<file path="src/verilog/cite_pkg.sv">
// Constants shared by the interrupt and trap-entry block
package cite_pkg;
  // ==========================================================
  // Register map (byte offsets on the AXI4-Lite bus)
  localparam int        AXI_AW      = 8;
  localparam logic [7:0] OFF_MSTATUS = 8'h00;
  localparam logic [7:0] OFF_MIE     = 8'h04;
  localparam logic [7:0] OFF_MIP     = 8'h08;
  localparam logic [7:0] OFF_MTVEC   = 8'h0c;
  localparam logic [7:0] OFF_MEPC    = 8'h10;
  localparam logic [7:0] OFF_MCAUSE  = 8'h14;
  localparam logic [7:0] OFF_CTRL    = 8'h18;
  localparam logic [7:0] OFF_LEVEL   = 8'h1c;
  // ==========================================================
  // Field positions
  localparam int MIE_BIT  = 3;
  localparam int MPIE_BIT = 7;
  localparam int DBG_BIT  = 0;
  // ==========================================================
  // Interrupt lines and causes
  localparam logic [31:0] LINE_MASK  = 32'hffff_0888;
  localparam logic [4:0]  LINE_SW    = 5'h03;
  localparam logic [4:0]  LINE_TIMER = 5'h07;
  localparam logic [4:0]  LINE_EXT   = 5'h0b;
  localparam int          CUSTOM_LO  = 16;
  localparam int          CUSTOM_HI  = 31;
  localparam logic [10:0] CAUSE_LOAD  = 11'h400;
  localparam logic [10:0] CAUSE_STORE = 11'h401;
  // ==========================================================
  // Vector table
  localparam logic [31:0] BASE_KEEP = 32'hffff_ff80;
  localparam logic [4:0]  NMI_SLOT  = 5'h0f;
  localparam logic [1:0]  MODE_CLIC = 2'h3;
  localparam logic [1:0]  PRIV_M    = 2'h3;
  // ==========================================================
  // Bus answers
  localparam logic [1:0] RESP_OKAY   = 2'h0;
  localparam logic [1:0] RESP_SLVERR = 2'h2;
endpackage

</file>
<file path="src/verilog/cite_sync.sv">
// Two-stage synchroniser for asynchronous level inputs
`timescale 1ns/10ps
module cite_sync #(
  parameter int W = 32                // Lines carried
)(
  input  wire logic         aclk,     // Core clock
  input  wire logic         aresetn,  // Sync reset, low
  input  wire logic [W-1:0] d,        // Raw pin levels
  output logic      [W-1:0] q         // Synchronised levels
);
  // ==========================================================
  // State
  typedef struct packed {
    logic [W-1:0] s1;                 // First stage, read by s2 only
    logic [W-1:0] s2;                 // Second stage
  } cite_sync_t;
  cite_sync_t s;
  cite_sync_t next_s;

  // Shift one stage
  always_comb
  begin
    next_s    = s;
    next_s.s1 = d;
    next_s.s2 = s.s1;
  end

  // Register the state
  always_ff @(posedge aclk)
  begin
    if (!aresetn)
      s <= '0;
    else
      s <= next_s;
  end

  assign q = s.s2;
endmodule // cite_sync

</file>
<file path="src/verilog/cite_prio.sv">
// Fixed-priority pick among enabled basic interrupt lines
`timescale 1ns/10ps
module cite_prio (
  input  wire logic [31:0] en,        // Pending and enabled
  output logic             any,       // Some line wins
  output logic      [4:0]  id         // Winning line
);
  // Line positions as indices
  localparam int LINE_TIMER_I = int'(cite_pkg::LINE_TIMER);
  localparam int LINE_SW_I    = int'(cite_pkg::LINE_SW);
  localparam int LINE_EXT_I   = int'(cite_pkg::LINE_EXT);

  // Weakest first, later hits override: timer, sw, ext, 16..31
  always_comb
  begin
    any = |en;
    id  = 5'h00;
    if (en[LINE_TIMER_I]) id = cite_pkg::LINE_TIMER;
    if (en[LINE_SW_I]) id = cite_pkg::LINE_SW;
    if (en[LINE_EXT_I]) id = cite_pkg::LINE_EXT;
    for (int i = cite_pkg::CUSTOM_LO; i <= cite_pkg::CUSTOM_HI; i++)
      if (en[i]) id = 5'(i);
  end
endmodule // cite_prio

</file>
<file path="src/verilog/cite_core_irq.sv">
// Interrupt and trap-entry unit with AXI4-Lite register access
//
// The implementer's own choices: the address map and the AXI4-Lite interface to the registers.
`timescale 1ns/10ps
module cite_core_irq #(
  parameter bit advanced_irq_select = 1'b0, // CLIC option
  parameter int irq_index_width     = 5     // 1..10
)(
  input  wire logic        aclk,            // Core clock
  input  wire logic        aresetn,         // Sync reset, low
  input  wire logic [7:0]  awaddr,          // Write address
  input  wire logic        awvalid,         // Write address valid
  output logic             awready,         // Write address ready
  input  wire logic [31:0] wdata,           // Write data
  input  wire logic [3:0]  wstrb,           // Byte enables
  input  wire logic        wvalid,          // Write data valid
  output logic             wready,          // Write data ready
  output logic [1:0]       bresp,           // Write response
  output logic             bvalid,          // Write response valid
  input  wire logic        bready,          // Write response ready
  input  wire logic [7:0]  araddr,          // Read address
  input  wire logic        arvalid,         // Read address valid
  output logic             arready,         // Read address ready
  output logic [31:0]      rdata,           // Read data
  output logic [1:0]       rresp,           // Read response
  output logic             rvalid,          // Read data valid
  input  wire logic        rready,          // Read data ready
  input  wire logic [31:0] irq_lines,       // Basic lines, async
  input  wire logic        ext_ctrl_pending,// External pick valid
  input  wire logic [irq_index_width-1:0] ext_ctrl_index, // Its index
  input  wire logic [7:0]  ext_ctrl_level,  // Its level
  input  wire logic [1:0]  ext_ctrl_priv,   // Its privilege
  input  wire logic        ext_ctrl_shv,    // Its hw vectoring
  input  wire logic        instr_boundary,  // Core at boundary
  input  wire logic [31:0] cur_pc,          // Pc at boundary
  input  wire logic        sync_exc,        // Exception at boundary
  input  wire logic [10:0] sync_exc_code,   // Exception code
  input  wire logic        mret_exec,       // MRET at boundary
  input  wire logic        data_rvalid,     // Data response valid
  input  wire logic        data_err,        // Data response error
  input  wire logic        data_is_store,   // Response is a store
  output logic             trap_redirect,   // Fetch redirect pulse
  output logic [31:0]      redirect_addr,   // Fetch target
  output logic             nmi_pending      // NMI waiting
);
  // ==========================================================
  // State
  typedef struct packed {
    logic        mie_g;   // Global enable
    logic        mpie;    // Previous enable
    logic [31:0] mie_r;   // Line enables
    logic [31:0] mtvec;   // Vector base and mode
    logic [31:0] mepc;    // Saved pc
    logic [31:0] mcause;  // Trap cause
    logic        dbg;     // Debug mode
    logic [7:0]  lvl;     // Running level
    logic [7:0]  mpil;    // Previous level
    logic        nmi_pend;// NMI latched
    logic        nmi_st;  // NMI from store
    logic        redir;   // Redirect pulse
    logic [31:0] raddr;   // Redirect target
    logic        aw_ok;   // Address held
    logic [7:0]  awa;     // Held address
    logic        w_ok;    // Data held
    logic [31:0] wd;      // Held data
    logic [3:0]  ws;      // Held strobes
    logic        bv;      // Response pending
    logic [1:0]  br;      // Write answer
    logic        rv;      // Read pending
    logic [31:0] rd;      // Read data
    logic [1:0]  rr;      // Read answer
  } cite_state_t;
  cite_state_t s;
  cite_state_t next_s;

  // ==========================================================
  // Line synchroniser and priority pick
  logic [31:0] lines;     // Synchronised lines
  logic [31:0] mip;       // Pending view
  logic        irq_any;   // Some line enabled
  logic [4:0]  irq_id;    // Winning line

  cite_sync #(.W(32)) u_sync (
    .aclk    (aclk),
    .aresetn (aresetn),
    .d       (irq_lines),
    .q       (lines)
  );

  // Only valid lines show; CLIC option ignores them
  assign mip = advanced_irq_select ? 32'h0 : (lines & cite_pkg::LINE_MASK);

  cite_prio u_prio (
    .en  (mip & s.mie_r),
    .any (irq_any),
    .id  (irq_id)
  );

  // ==========================================================
  // Trap decisions
  logic        b_take;    // Basic irq ready
  logic        c_take;    // CLIC irq ready
  logic        take_nmi;  // NMI taken now
  logic        take_exc;  // Exception taken now
  logic        take_int;  // Irq taken now
  logic        fire;      // Any trap taken
  logic        do_mret;   // Return taken
  logic [31:0] base;      // Vector base

  assign base   = s.mtvec & cite_pkg::BASE_KEEP;
  assign b_take = !advanced_irq_select && s.mie_g && irq_any;
  assign c_take = advanced_irq_select && s.mie_g && ext_ctrl_pending
                  && ext_ctrl_priv == cite_pkg::PRIV_M
                  && ext_ctrl_level > s.lvl;
  // Boundary sampling; debug masks NMI and irq
  assign take_nmi = instr_boundary && s.nmi_pend && !s.dbg;
  assign take_exc = instr_boundary && !take_nmi && sync_exc;
  assign take_int = instr_boundary && !take_nmi && !sync_exc
                    && (b_take || c_take) && !s.dbg;
  assign fire     = take_nmi || take_exc || take_int;
  assign do_mret  = instr_boundary && mret_exec && !fire;

  // Byte-lane merge
  function automatic logic [31:0] merge(input logic [31:0] o,
                                        input logic [31:0] n,
                                        input logic [3:0]  b);
    logic [31:0] r;
    r = o;
    for (int i = 0; i < 4; i++)
      if (b[i]) r[8*i +: 8] = n[8*i +: 8];
    return r;
  endfunction

  // Read view of a register
  function automatic logic [32:0] view(input cite_state_t c,
                                       input logic [31:0] p,
                                       input logic [7:0] a);
    logic [32:0] r;
    r = {1'b1, 32'h0};
    case (a)
      cite_pkg::OFF_MSTATUS:
        r = {1'b0, 32'(c.mie_g) << cite_pkg::MIE_BIT
                 | 32'(c.mpie) << cite_pkg::MPIE_BIT};
      cite_pkg::OFF_MIE:    r = {1'b0, c.mie_r};
      cite_pkg::OFF_MIP:    r = {1'b0, p};
      cite_pkg::OFF_MTVEC:  r = {1'b0, c.mtvec};
      cite_pkg::OFF_MEPC:   r = {1'b0, c.mepc};
      cite_pkg::OFF_MCAUSE: r = {1'b0, c.mcause};
      cite_pkg::OFF_CTRL:   r = {1'b0, 32'(c.dbg) << cite_pkg::DBG_BIT};
      cite_pkg::OFF_LEVEL:  r = {1'b0, 24'h0, c.lvl};
      default:              r = {1'b1, 32'h0};   // Unmapped
    endcase
    return r;
  endfunction

  // ==========================================================
  // Next-state logic
  always_comb
  begin
    logic [31:0] m;       // Merged write word
    logic [32:0] v;       // Read view
    m      = 32'h0;
    v      = 33'h0;
    next_s = s;
    next_s.redir = 1'b0;
    // Write channels, taken in either order
    if (awvalid && !s.aw_ok)
    begin
      next_s.aw_ok = 1'b1;
      next_s.awa   = awaddr;
    end
    if (wvalid && !s.w_ok)
    begin
      next_s.w_ok = 1'b1;
      next_s.wd   = wdata;
      next_s.ws   = wstrb;
    end
    if (s.bv && bready)
      next_s.bv = 1'b0;
    // Perform write once both are held
    if (s.aw_ok && s.w_ok && !s.bv)
    begin
      v = view(s, mip, s.awa);
      m = merge(v[31:0], s.wd, s.ws);
      next_s.aw_ok = 1'b0;
      next_s.w_ok  = 1'b0;
      next_s.bv    = 1'b1;
      next_s.br    = v[32] ? cite_pkg::RESP_SLVERR : cite_pkg::RESP_OKAY;
      case (s.awa)
        cite_pkg::OFF_MSTATUS:
        begin
          next_s.mie_g = m[cite_pkg::MIE_BIT];
          next_s.mpie  = m[cite_pkg::MPIE_BIT];
        end
        cite_pkg::OFF_MIE:  next_s.mie_r = m & cite_pkg::LINE_MASK;
        cite_pkg::OFF_MTVEC:
          if (advanced_irq_select)
            next_s.mtvec = {m[31:2], cite_pkg::MODE_CLIC};
          else
            next_s.mtvec = {m[31:2], 1'b0, m[0]};
        cite_pkg::OFF_MEPC: next_s.mepc = {m[31:1], 1'b0};
        cite_pkg::OFF_CTRL: next_s.dbg  = m[cite_pkg::DBG_BIT];
        default: ;                                  // Read-only or unmapped
      endcase
    end
    // Read channel
    if (arvalid && !s.rv)
    begin
      v = view(s, mip, araddr);
      next_s.rv = 1'b1;
      next_s.rd = v[31:0];
      next_s.rr = v[32] ? cite_pkg::RESP_SLVERR : cite_pkg::RESP_OKAY;
    end
    else if (s.rv && rready)
      next_s.rv = 1'b0;
    // Trap entry overrides a same-cycle software write
    if (fire)
    begin
      next_s.mepc  = cur_pc;
      next_s.mpie  = s.mie_g;
      next_s.mie_g = 1'b0;
      next_s.redir = 1'b1;
      if (take_nmi)
      begin
        next_s.nmi_pend = 1'b0;
        next_s.mcause = {1'b1, 7'h0, s.lvl, 5'h0,
                         s.nmi_st ? cite_pkg::CAUSE_STORE
                                  : cite_pkg::CAUSE_LOAD};
        next_s.raddr = base | {25'h0, cite_pkg::NMI_SLOT, 2'h0};
      end
      else if (take_exc)
      begin
        next_s.mcause = {1'b0, 7'h0, s.lvl, 5'h0, sync_exc_code};
        next_s.raddr  = base;
      end
      else if (advanced_irq_select)
      begin
        next_s.mpil   = s.lvl;
        next_s.lvl    = ext_ctrl_level;
        next_s.mcause = {1'b1, 7'h0, s.lvl, 5'h0,
                         11'(ext_ctrl_index)};
        next_s.raddr  = ext_ctrl_shv
                        ? base + (32'(ext_ctrl_index) << 2) : base;
      end
      else
      begin
        next_s.mcause = {1'b1, 7'h0, s.lvl, 5'h0, 6'h0, irq_id};
        next_s.raddr  = s.mtvec[0]
                        ? base + (32'(irq_id) << 2) : base;
      end
    end
    else if (do_mret)
    begin
      next_s.mie_g = s.mpie;
      next_s.mpie  = 1'b1;
      next_s.lvl   = advanced_irq_select ? s.mpil : s.lvl;
      next_s.redir = 1'b1;
      next_s.raddr = s.mepc;
    end
    // First fault latched; set wins over entry clear
    if (data_rvalid && data_err && (!s.nmi_pend || take_nmi))
    begin
      next_s.nmi_pend = 1'b1;
      next_s.nmi_st   = data_is_store;
    end
  end

  // Register the state; all maskable irqs off at reset
  always_ff @(posedge aclk)
  begin
    if (!aresetn)
    begin
      s <= '0;
      s.mtvec <= advanced_irq_select ? 32'(cite_pkg::MODE_CLIC) : 32'h0;
    end
    else
      s <= next_s;
  end

  // ==========================================================
  // Outputs
  assign awready       = !s.aw_ok;
  assign wready        = !s.w_ok;
  assign bvalid        = s.bv;
  assign bresp         = s.br;
  assign arready       = !s.rv;
  assign rvalid        = s.rv;
  assign rdata         = s.rd;
  assign rresp         = s.rr;
  assign trap_redirect = s.redir;
  assign redirect_addr = s.raddr;
  assign nmi_pending   = s.nmi_pend;
endmodule // cite_core_irq

</file>
<file path="config.mk">
export PLATFORM = sky130hd
export DESIGN_NAME = cite_core_irq
export DESIGN_NICKNAME = d
export VERILOG_FILES = /design/src/verilog/cite_pkg.sv /design/src/verilog/cite_sync.sv /design/src/verilog/cite_prio.sv /design/src/verilog/cite_core_irq.sv
export SDC_FILE = /design/constraint.sdc
export NUM_CORES = 1
export LEC_CHECK = 0
export ABC_CLOCK_PERIOD_IN_PS = 2900
export BUFFER_PORTS_ARGS = -buffer_cell sky130_fd_sc_hd__buf_2
export CAP_MARGIN = 20
export CORE_ASPECT_RATIO = 0.9
export CORE_MARGIN = 1
export CORE_UTILIZATION = 50
export CTS_BUF_LIST = sky130_fd_sc_hd__clkbuf_8 sky130_fd_sc_hd__clkbuf_16
export DETAILED_ROUTE_END_ITERATION = 8
export PLACE_DENSITY = 0.81
export SLEW_MARGIN = 20
export SYNTH_ARGS = -nofsm -noshare
export SYNTH_HDL_FRONTEND = slang
export SYNTH_HIERARCHICAL = 1
export SYNTH_SLANG_ARGS = --single-unit
</file>
<file path="constraint.sdc">
create_clock -name aclk -period 2.9 [get_ports aclk]
set_clock_uncertainty 0.15 [all_clocks]
set_input_delay 0.29 -clock aclk [delete_from_list [all_inputs] [get_ports aclk]]
set_output_delay 0.29 -clock aclk [all_outputs]
set_load 0.1 [all_outputs]
</file>
After elaboration in Yosys (flattened, before gate mapping)
Cells that the tools add are included.

word-level totals
  register bits = 300
  bits of input ports = 157
  output and inout port bits = 75
  logic and storage cells = 150

operators by class
  $add $sub $neg = 1
  equality and inequality tests = 14
  multiplexer cells = 52
  bitwise operators = 3
  reductions and logical operators = 56

operator list
  operator                                                         count
  33-bit case mux with 8 select lines                              2
  32-bit 2-to-1 mux                                                8
  33-bit 2-to-1 mux                                                4
  98-bit 2-to-1 mux                                                1
  5-bit 2-to-1 mux                                                 16
  8-bit by 5-bit == test with 1-bit output, second input constant  8
  64-bit 2-to-1 mux                                                1
  32-bit by 7-bit adder with 32-bit output                         1
  32-bit bitwise AND                                               1
  8-bit by 4-bit == test with 1-bit output, second input constant  4
  8-bit 2-to-1 mux                                                 4
  32-bit OR reduction                                              1
  2-bit nonzero test                                               10
  1-bit logical AND                                                19
  8-bit by 3-bit == test with 1-bit output, second input constant  2
  8-bit logical NOT                                                2
  2-bit AND reduction                                              7
  2-bit 2-to-1 mux                                                 5
  1-bit logical NOT                                                9
  3-bit 2-to-1 mux                                                 3
  4-bit by 8-bit OR with 8-bit output                              1
  1-bit 2-to-1 mux                                                 7
  3-bit nonzero test                                               2
  4-bit 2-to-1 mux                                                 1
  other kinds (4)                                                  7

Depth between registers and ports, before layout
  depth after elaboration = 25
  gate-level depth with buffers = 12

By module
The synthesis kept the hierarchy.

modules (own cells, without submodules)
  module         times used  cells an instance  area each (µm²)
  cite_core_irq  1           1,305              10,512.6
  cite_sync      1           134                1,791.7
  cite_prio      1           41                 261.5

Least setup slack after synthesis
OpenSTA, ideal clock, no wires.

  kind = reg2reg
  from = register u_sync.s, in the netlist u_sync/q[20]
  to = register s[190] (netlist bit)
  data arrival time = 2,797 ps
  data required time = 2,672 ps
  path slack = -125 ps
  stages on the path, launching flop included = 12
  buffers on the path = 2
  clock period less this slack = 3,025 ps
  cell sequence = dfxtp_1 -> and2_1 -> or4_1 -> and3b_1 -> nand4_2 -> nand2b_4 -> a211o_1 -> nand3_1 -> clkbuf_1 -> clkbuf_1 -> o22ai_1 -> nor3_1

on the way
  cells in the longest elaborated chain, start to end = 8
  elaborated cells on any way between the ends = 10

ends and longest elaborated chain
  what                                  line                  text
  start: declaration                    cite_sync.sv:17       cite_sync_t s;
  start signal: assignment              cite_sync.sv:34       s <= next_s;
  32-bit bitwise AND (*)                cite_core_irq.sv:94   .en (mip & s.mie_r),
  32-bit OR reduction (*)               cite_prio.sv:16       any = |en;
  named net irq_any                     cite_core_irq.sv:80   logic irq_any;
  1-bit logical AND (*)                 cite_core_irq.sv:111  assign b_take = !advanced_irq_select && s.mie_g && irq_any;
  1-bit logical AND (*) (2 in series)   cite_core_irq.sv:119  && (b_take || c_take) && !s.dbg;
  1-bit logical OR (*)                  cite_core_irq.sv:120  assign fire = take_nmi || take_exc || take_int;
  2-bit nonzero test (no source line)   -
  2-bit AND reduction (no source line)  -
  end signal: assignment                cite_core_irq.sv:277  s <= next_s;
  end: declaration                      cite_core_irq.sv:73   cite_state_t s;

Mark *: on every way through the listed nets, which the timed path passes. The rest lies on a longest branch.
A chain may end at the register's enable or synchronous reset.

Final worst setup path
  from = register s[252] (netlist bit)
  to = register s[199] (netlist bit)

on the way
  cells in the longest elaborated chain, start to end = 8
  elaborated cells on any way between the ends = 10

ends and longest elaborated chain
  what                                  line
  32-bit bitwise AND (*)                cite_core_irq.sv:94
  32-bit OR reduction (*)               cite_prio.sv:16
  named net irq_any                     cite_core_irq.sv:80
  1-bit logical AND (*)                 cite_core_irq.sv:111
  1-bit logical AND (*) (2 in series)   cite_core_irq.sv:119
  1-bit logical OR (*)                  cite_core_irq.sv:120
  2-bit nonzero test (no source line)   -
  2-bit AND reduction (no source line)  -

Marks and branches as above.

==> load_flow_metrics.sql <==
INSERT INTO impl_metrics (metric_group, metric, value, unit) VALUES
('global_route', 'grt_antenna_before_repair', '1', ''),
('placed_design', 'place_worst_setup_slack', '-0.138', 'ns'),
('clocking', 'cts_tree', 'built', ''),
('die', 'design.core.area', '0.0233', 'mm^2'),
('die', 'initial_core_util', '50.9', '%'),
('clocking', 'cts_num_sinks', '252', ''),
('finish', 'multi_input_area', '0.00621', 'mm^2'),
('die', 'die_area', '0.0243', 'mm^2'),
('placed_design', 'placed_cell_area', '0.0130', 'mm^2'),
('run_status', 'failed_checks', 'negative setup slack', ''),
('pwr', 'power.density', '570', 'mW/mm^2'),
('finish', 'finalNetCount', '1831', ''),
('critical_path', 'critical_path_sink_type', 'flop', ''),
('yosys', 'yosysWarningCount', '6', ''),
('sta', 'post-route-period-util', '105', '%'),
('sta', 'finalSetupViolCount', '54', ''),
('global_route', 'pin_count_of_the_biggest_net_entering_global_routing', '64', ''),
('placed_design', 'io_buffer_count', '199', ''),
('finish', 'area_overhead_of_the_layout_relative_to_synthesis', '29.9', '%'),
('finish', 'drive_above_1_share', '26.0', '%'),
('critical_path', 'crit-reg2reg-launch', 's[252]', ''),
('run_status', 'outcome', 'finished, violations left', ''),
('global_route', 'grt_pass1_wl', '63700', 'um'),
('critical_path', 'path_class', 'flop to flop', ''),
('die', 'row_count', '53', ''),
('finish', 'insertedDiodeCount', '0', ''),
('clocking', 'cts_htree_levels', '1', ''),
('yosys', 'mapped_cell_area', '0.0119', 'mm^2'),
('detailed_routing', 'routedWlPerCell', '21.3', 'um'),
('sta', 'hold_viol_final', '0', ''),
('critical_path', 'critical_path_required', '3.18', 'ns'),
('die', 'io-pin-count', '232', ''),
('sta', 'slew_violations', '0', ''),
('hold_path', 'timing.hold.worst_endpoint', 's[146]', ''),
('pwr', 'design_power_total', '8.77', 'mW'),
('clocking', 'worstSkewPairLatency', '0.54', 'ns'),
('detailed_routing', 'vias_cell', '6.15', ''),
('critical_path', 'critical-path-slowest-cell', 'or4_4', ''),
('global_route', 'first_global_vias', '11400', ''),
('critical_path', 'cp_num_cells', '12', ''),
('sta', 'finalCriticalPeriod', '3.04', 'ns'),
('hold_path', 'min_from', 'sync_exc', ''),
('die', 'dieWidth', '164', 'um'),
('hold_path', 'timing.hold.worst_path_depth', '3', ''),
('sta', 'hold_slack', '0.0409', 'ns'),
('critical_path', 'worst_path_largest_cell_delay', '0.54', 'ns'),
('yosys', 'syn_inst', '1428', ''),
('critical_path', 'worst_ep_arrival_time', '3.33', 'ns'),
('critical_path', 'regToRegEndpoint', 's[199]', ''),
('yosys', 'avgSynthCellArea', '8.30', 'um^2'),
('detailed_routing', 'detail_route.wirelength', '42500', 'um'),
('clocking', 'clock_tree.buffer_depth', '3', ''),
('pwr', 'power.leakage', '6.12', 'nW'),
('finish', 'seq_area', '0.00505', 'mm^2'),
('critical_path', 'path_max_fanout', '6', ''),
('global_route', 'globalRouteTotalUtil', '33.8', '%'),
('sta', 'grt_setup_unrepaired', 'yes', ''),
('detailed_routing', 'vias', '12300', ''),
('clocking', 'path_clk_slew', '0.06', 'ns'),
('detailed_routing', 'ant_nets', '0', ''),
('finish', 'layout.filler_cells', '1855', ''),
('placed_design', 'finalWeightedCongestion', '0.942', ''),
('hold_path', 'worstHoldPathType', 'input pin to flop', ''),
('critical_path', 'path_buf_inv', '2', ''),
('global_route', 'grt_overflow', '0', ''),
('pwr', 'ir_drop', '0.491', 'mV'),
('critical_path', 'ff2ff_setup_slack', '-0.14', 'ns'),
('sta', 'post-route-worst-setup-slack', '-0.142', 'ns'),
('clocking', 'cts_root_buf', 'clkbuf_16', ''),
('clocking', 'cts_inserted_buffers', '27', ''),
('flow_run', 'count_of_max_cap_constraint_violations', '0', ''),
('die', 'die_outline_height', '148', 'um'),
('critical_path', 'worstRegToRegCells', '12', ''),
('sta', 'tightestPinTransition', '0.994', 'ns'),
('detailed_routing', 'dr.pass1.iters', '9', ''),
('detailed_routing', 'dr.first_iter.drc_count', '2005', ''),
('sta', 'timing.max_slew.rel_slack', '33.6', '%'),
('critical_path', 'cell_chain_of_the_critical_path', 'and2_4 -> or4_4 -> and3b_2 -> nand4_4 -> nand2b_4 -> a211o_4 -> nand3_4 -> buf_4 -> nand2_4 -> buf_4 -> a21oi_1 -> a21oi_1', ''),
('critical_path', 'path_delay_family', 'simple AND/OR/NAND/NOR gates', ''),
('detailed_routing', 'remaining_drc_errors', '0', ''),
('finish', 'final_design_area_no_fill', '0.0154', 'mm^2'),
('placed_design', 'place_hpwl', '27300', 'um'),
('sta', 'achievable-frequency', '329', 'MHz'),
('critical_path', 'worstSetupStartpointType', 'flop', '');
==> layout by cell type, fill, tap and decap left out, types with 23 or more instances in the layout <==
| cell type | n |
|---|---|
| a21oi_1 | 137 |
| a222oi_1 | 23 |
| a311oi_1 | 24 |
| and2_2 | 38 |
| buf_2 | 199 |
| buf_4 | 62 |
| clkbuf_16 | 28 |
| dfxtp_1 | 249 |
| dlygate4sd3_1 | 109 |
| mux2i_1 | 23 |
| nand2_1 | 205 |
| nand3_1 | 47 |
| nor2_1 | 111 |
| o21ai_0 | 38 |
| o21ai_1 | 31 |
==> power breakdown <==
part	internal (mW)	switching, mW	total, mW	leakage [nW]
clock network	2.17	1.42	3.59	0.477
logic	0.480	0.903	1.38	3.58
registers	3.62	0.183	3.80	2.06
total	6.26	2.51	8.77	6.12
==> tightest hold or removal path: stages <==
cell	delay, ns
buf_2	0.15
a31oi_1	0.10
a21oi_1	0.14
==> worst max path at each step <==
| stage | start | to |
|---|---|---|
| 4_1_cts | u_sync/q[20] | redirect_addr[13] |
| 5_1_grt | u_sync/q[21] | s[199] |
| 6_report | s[252] | s[199] |
| 3_3_place_gp | u_sync/q[20] | redirect_addr[3] |
| 2_1_floorplan | u_sync/q[20] | s[174] |
| 3_5_place_dp | u_sync/q[20] | s[191] |
==> layout make-up <==
class / instances / share of cell area (%)
Sequential cell: 252 / 32.8
Tap cell: 302 / 2.45
Inverter: 10 / 0.252
Clock buffer: 32 / 4.84
Timing Repair Buffer: 385 / 18.2
Clock inverter: 16 / 1.16
Multi-Input combinational cell: 998 / 40.3
==> registers in the layout, summed over array words and instances (netlist names) <==
name,flops
redirect_addr,32
rvalid,1
bvalid,1
bresp,1
u_sync/q,19
s,119
rdata,32
trap_redirect,1
nmi_pending,1
u_sync/next_s,19
rresp,1
base,25
==> per-layer routing <==
| layer | wire, um | global-route usage, % |
|---|---|---|
| met2 | 17800 | 49.4 |
| met1 | 17400 | 47.4 |
| met5 | 0 | 2.27 |
| met4 | 1590 | 12.4 |
| met3 | 5660 | 8.76 |
==> timing repair <==
action,4_1_cts,5_1_grt
resized for setup,28,51
buffers inserted,0,6
hold endpoints to repair,107,0
setup endpoints to repair,59,67
pin swaps,2,13
gates cloned,0,4
hold buffers,109,0
==> through the flow <==
step                setup TNS, ns  cells  utilization, %
finish                      -2.83   1995            66.1
global placement            -2.19   1829            55.7
detailed placement          -4.01   1829            55.7
global route                -6.65   1995            66.1
floorplan                       0   1442               -
CTS                       -0.0782   1986            64.7
(Power assumes the default switching activity.)
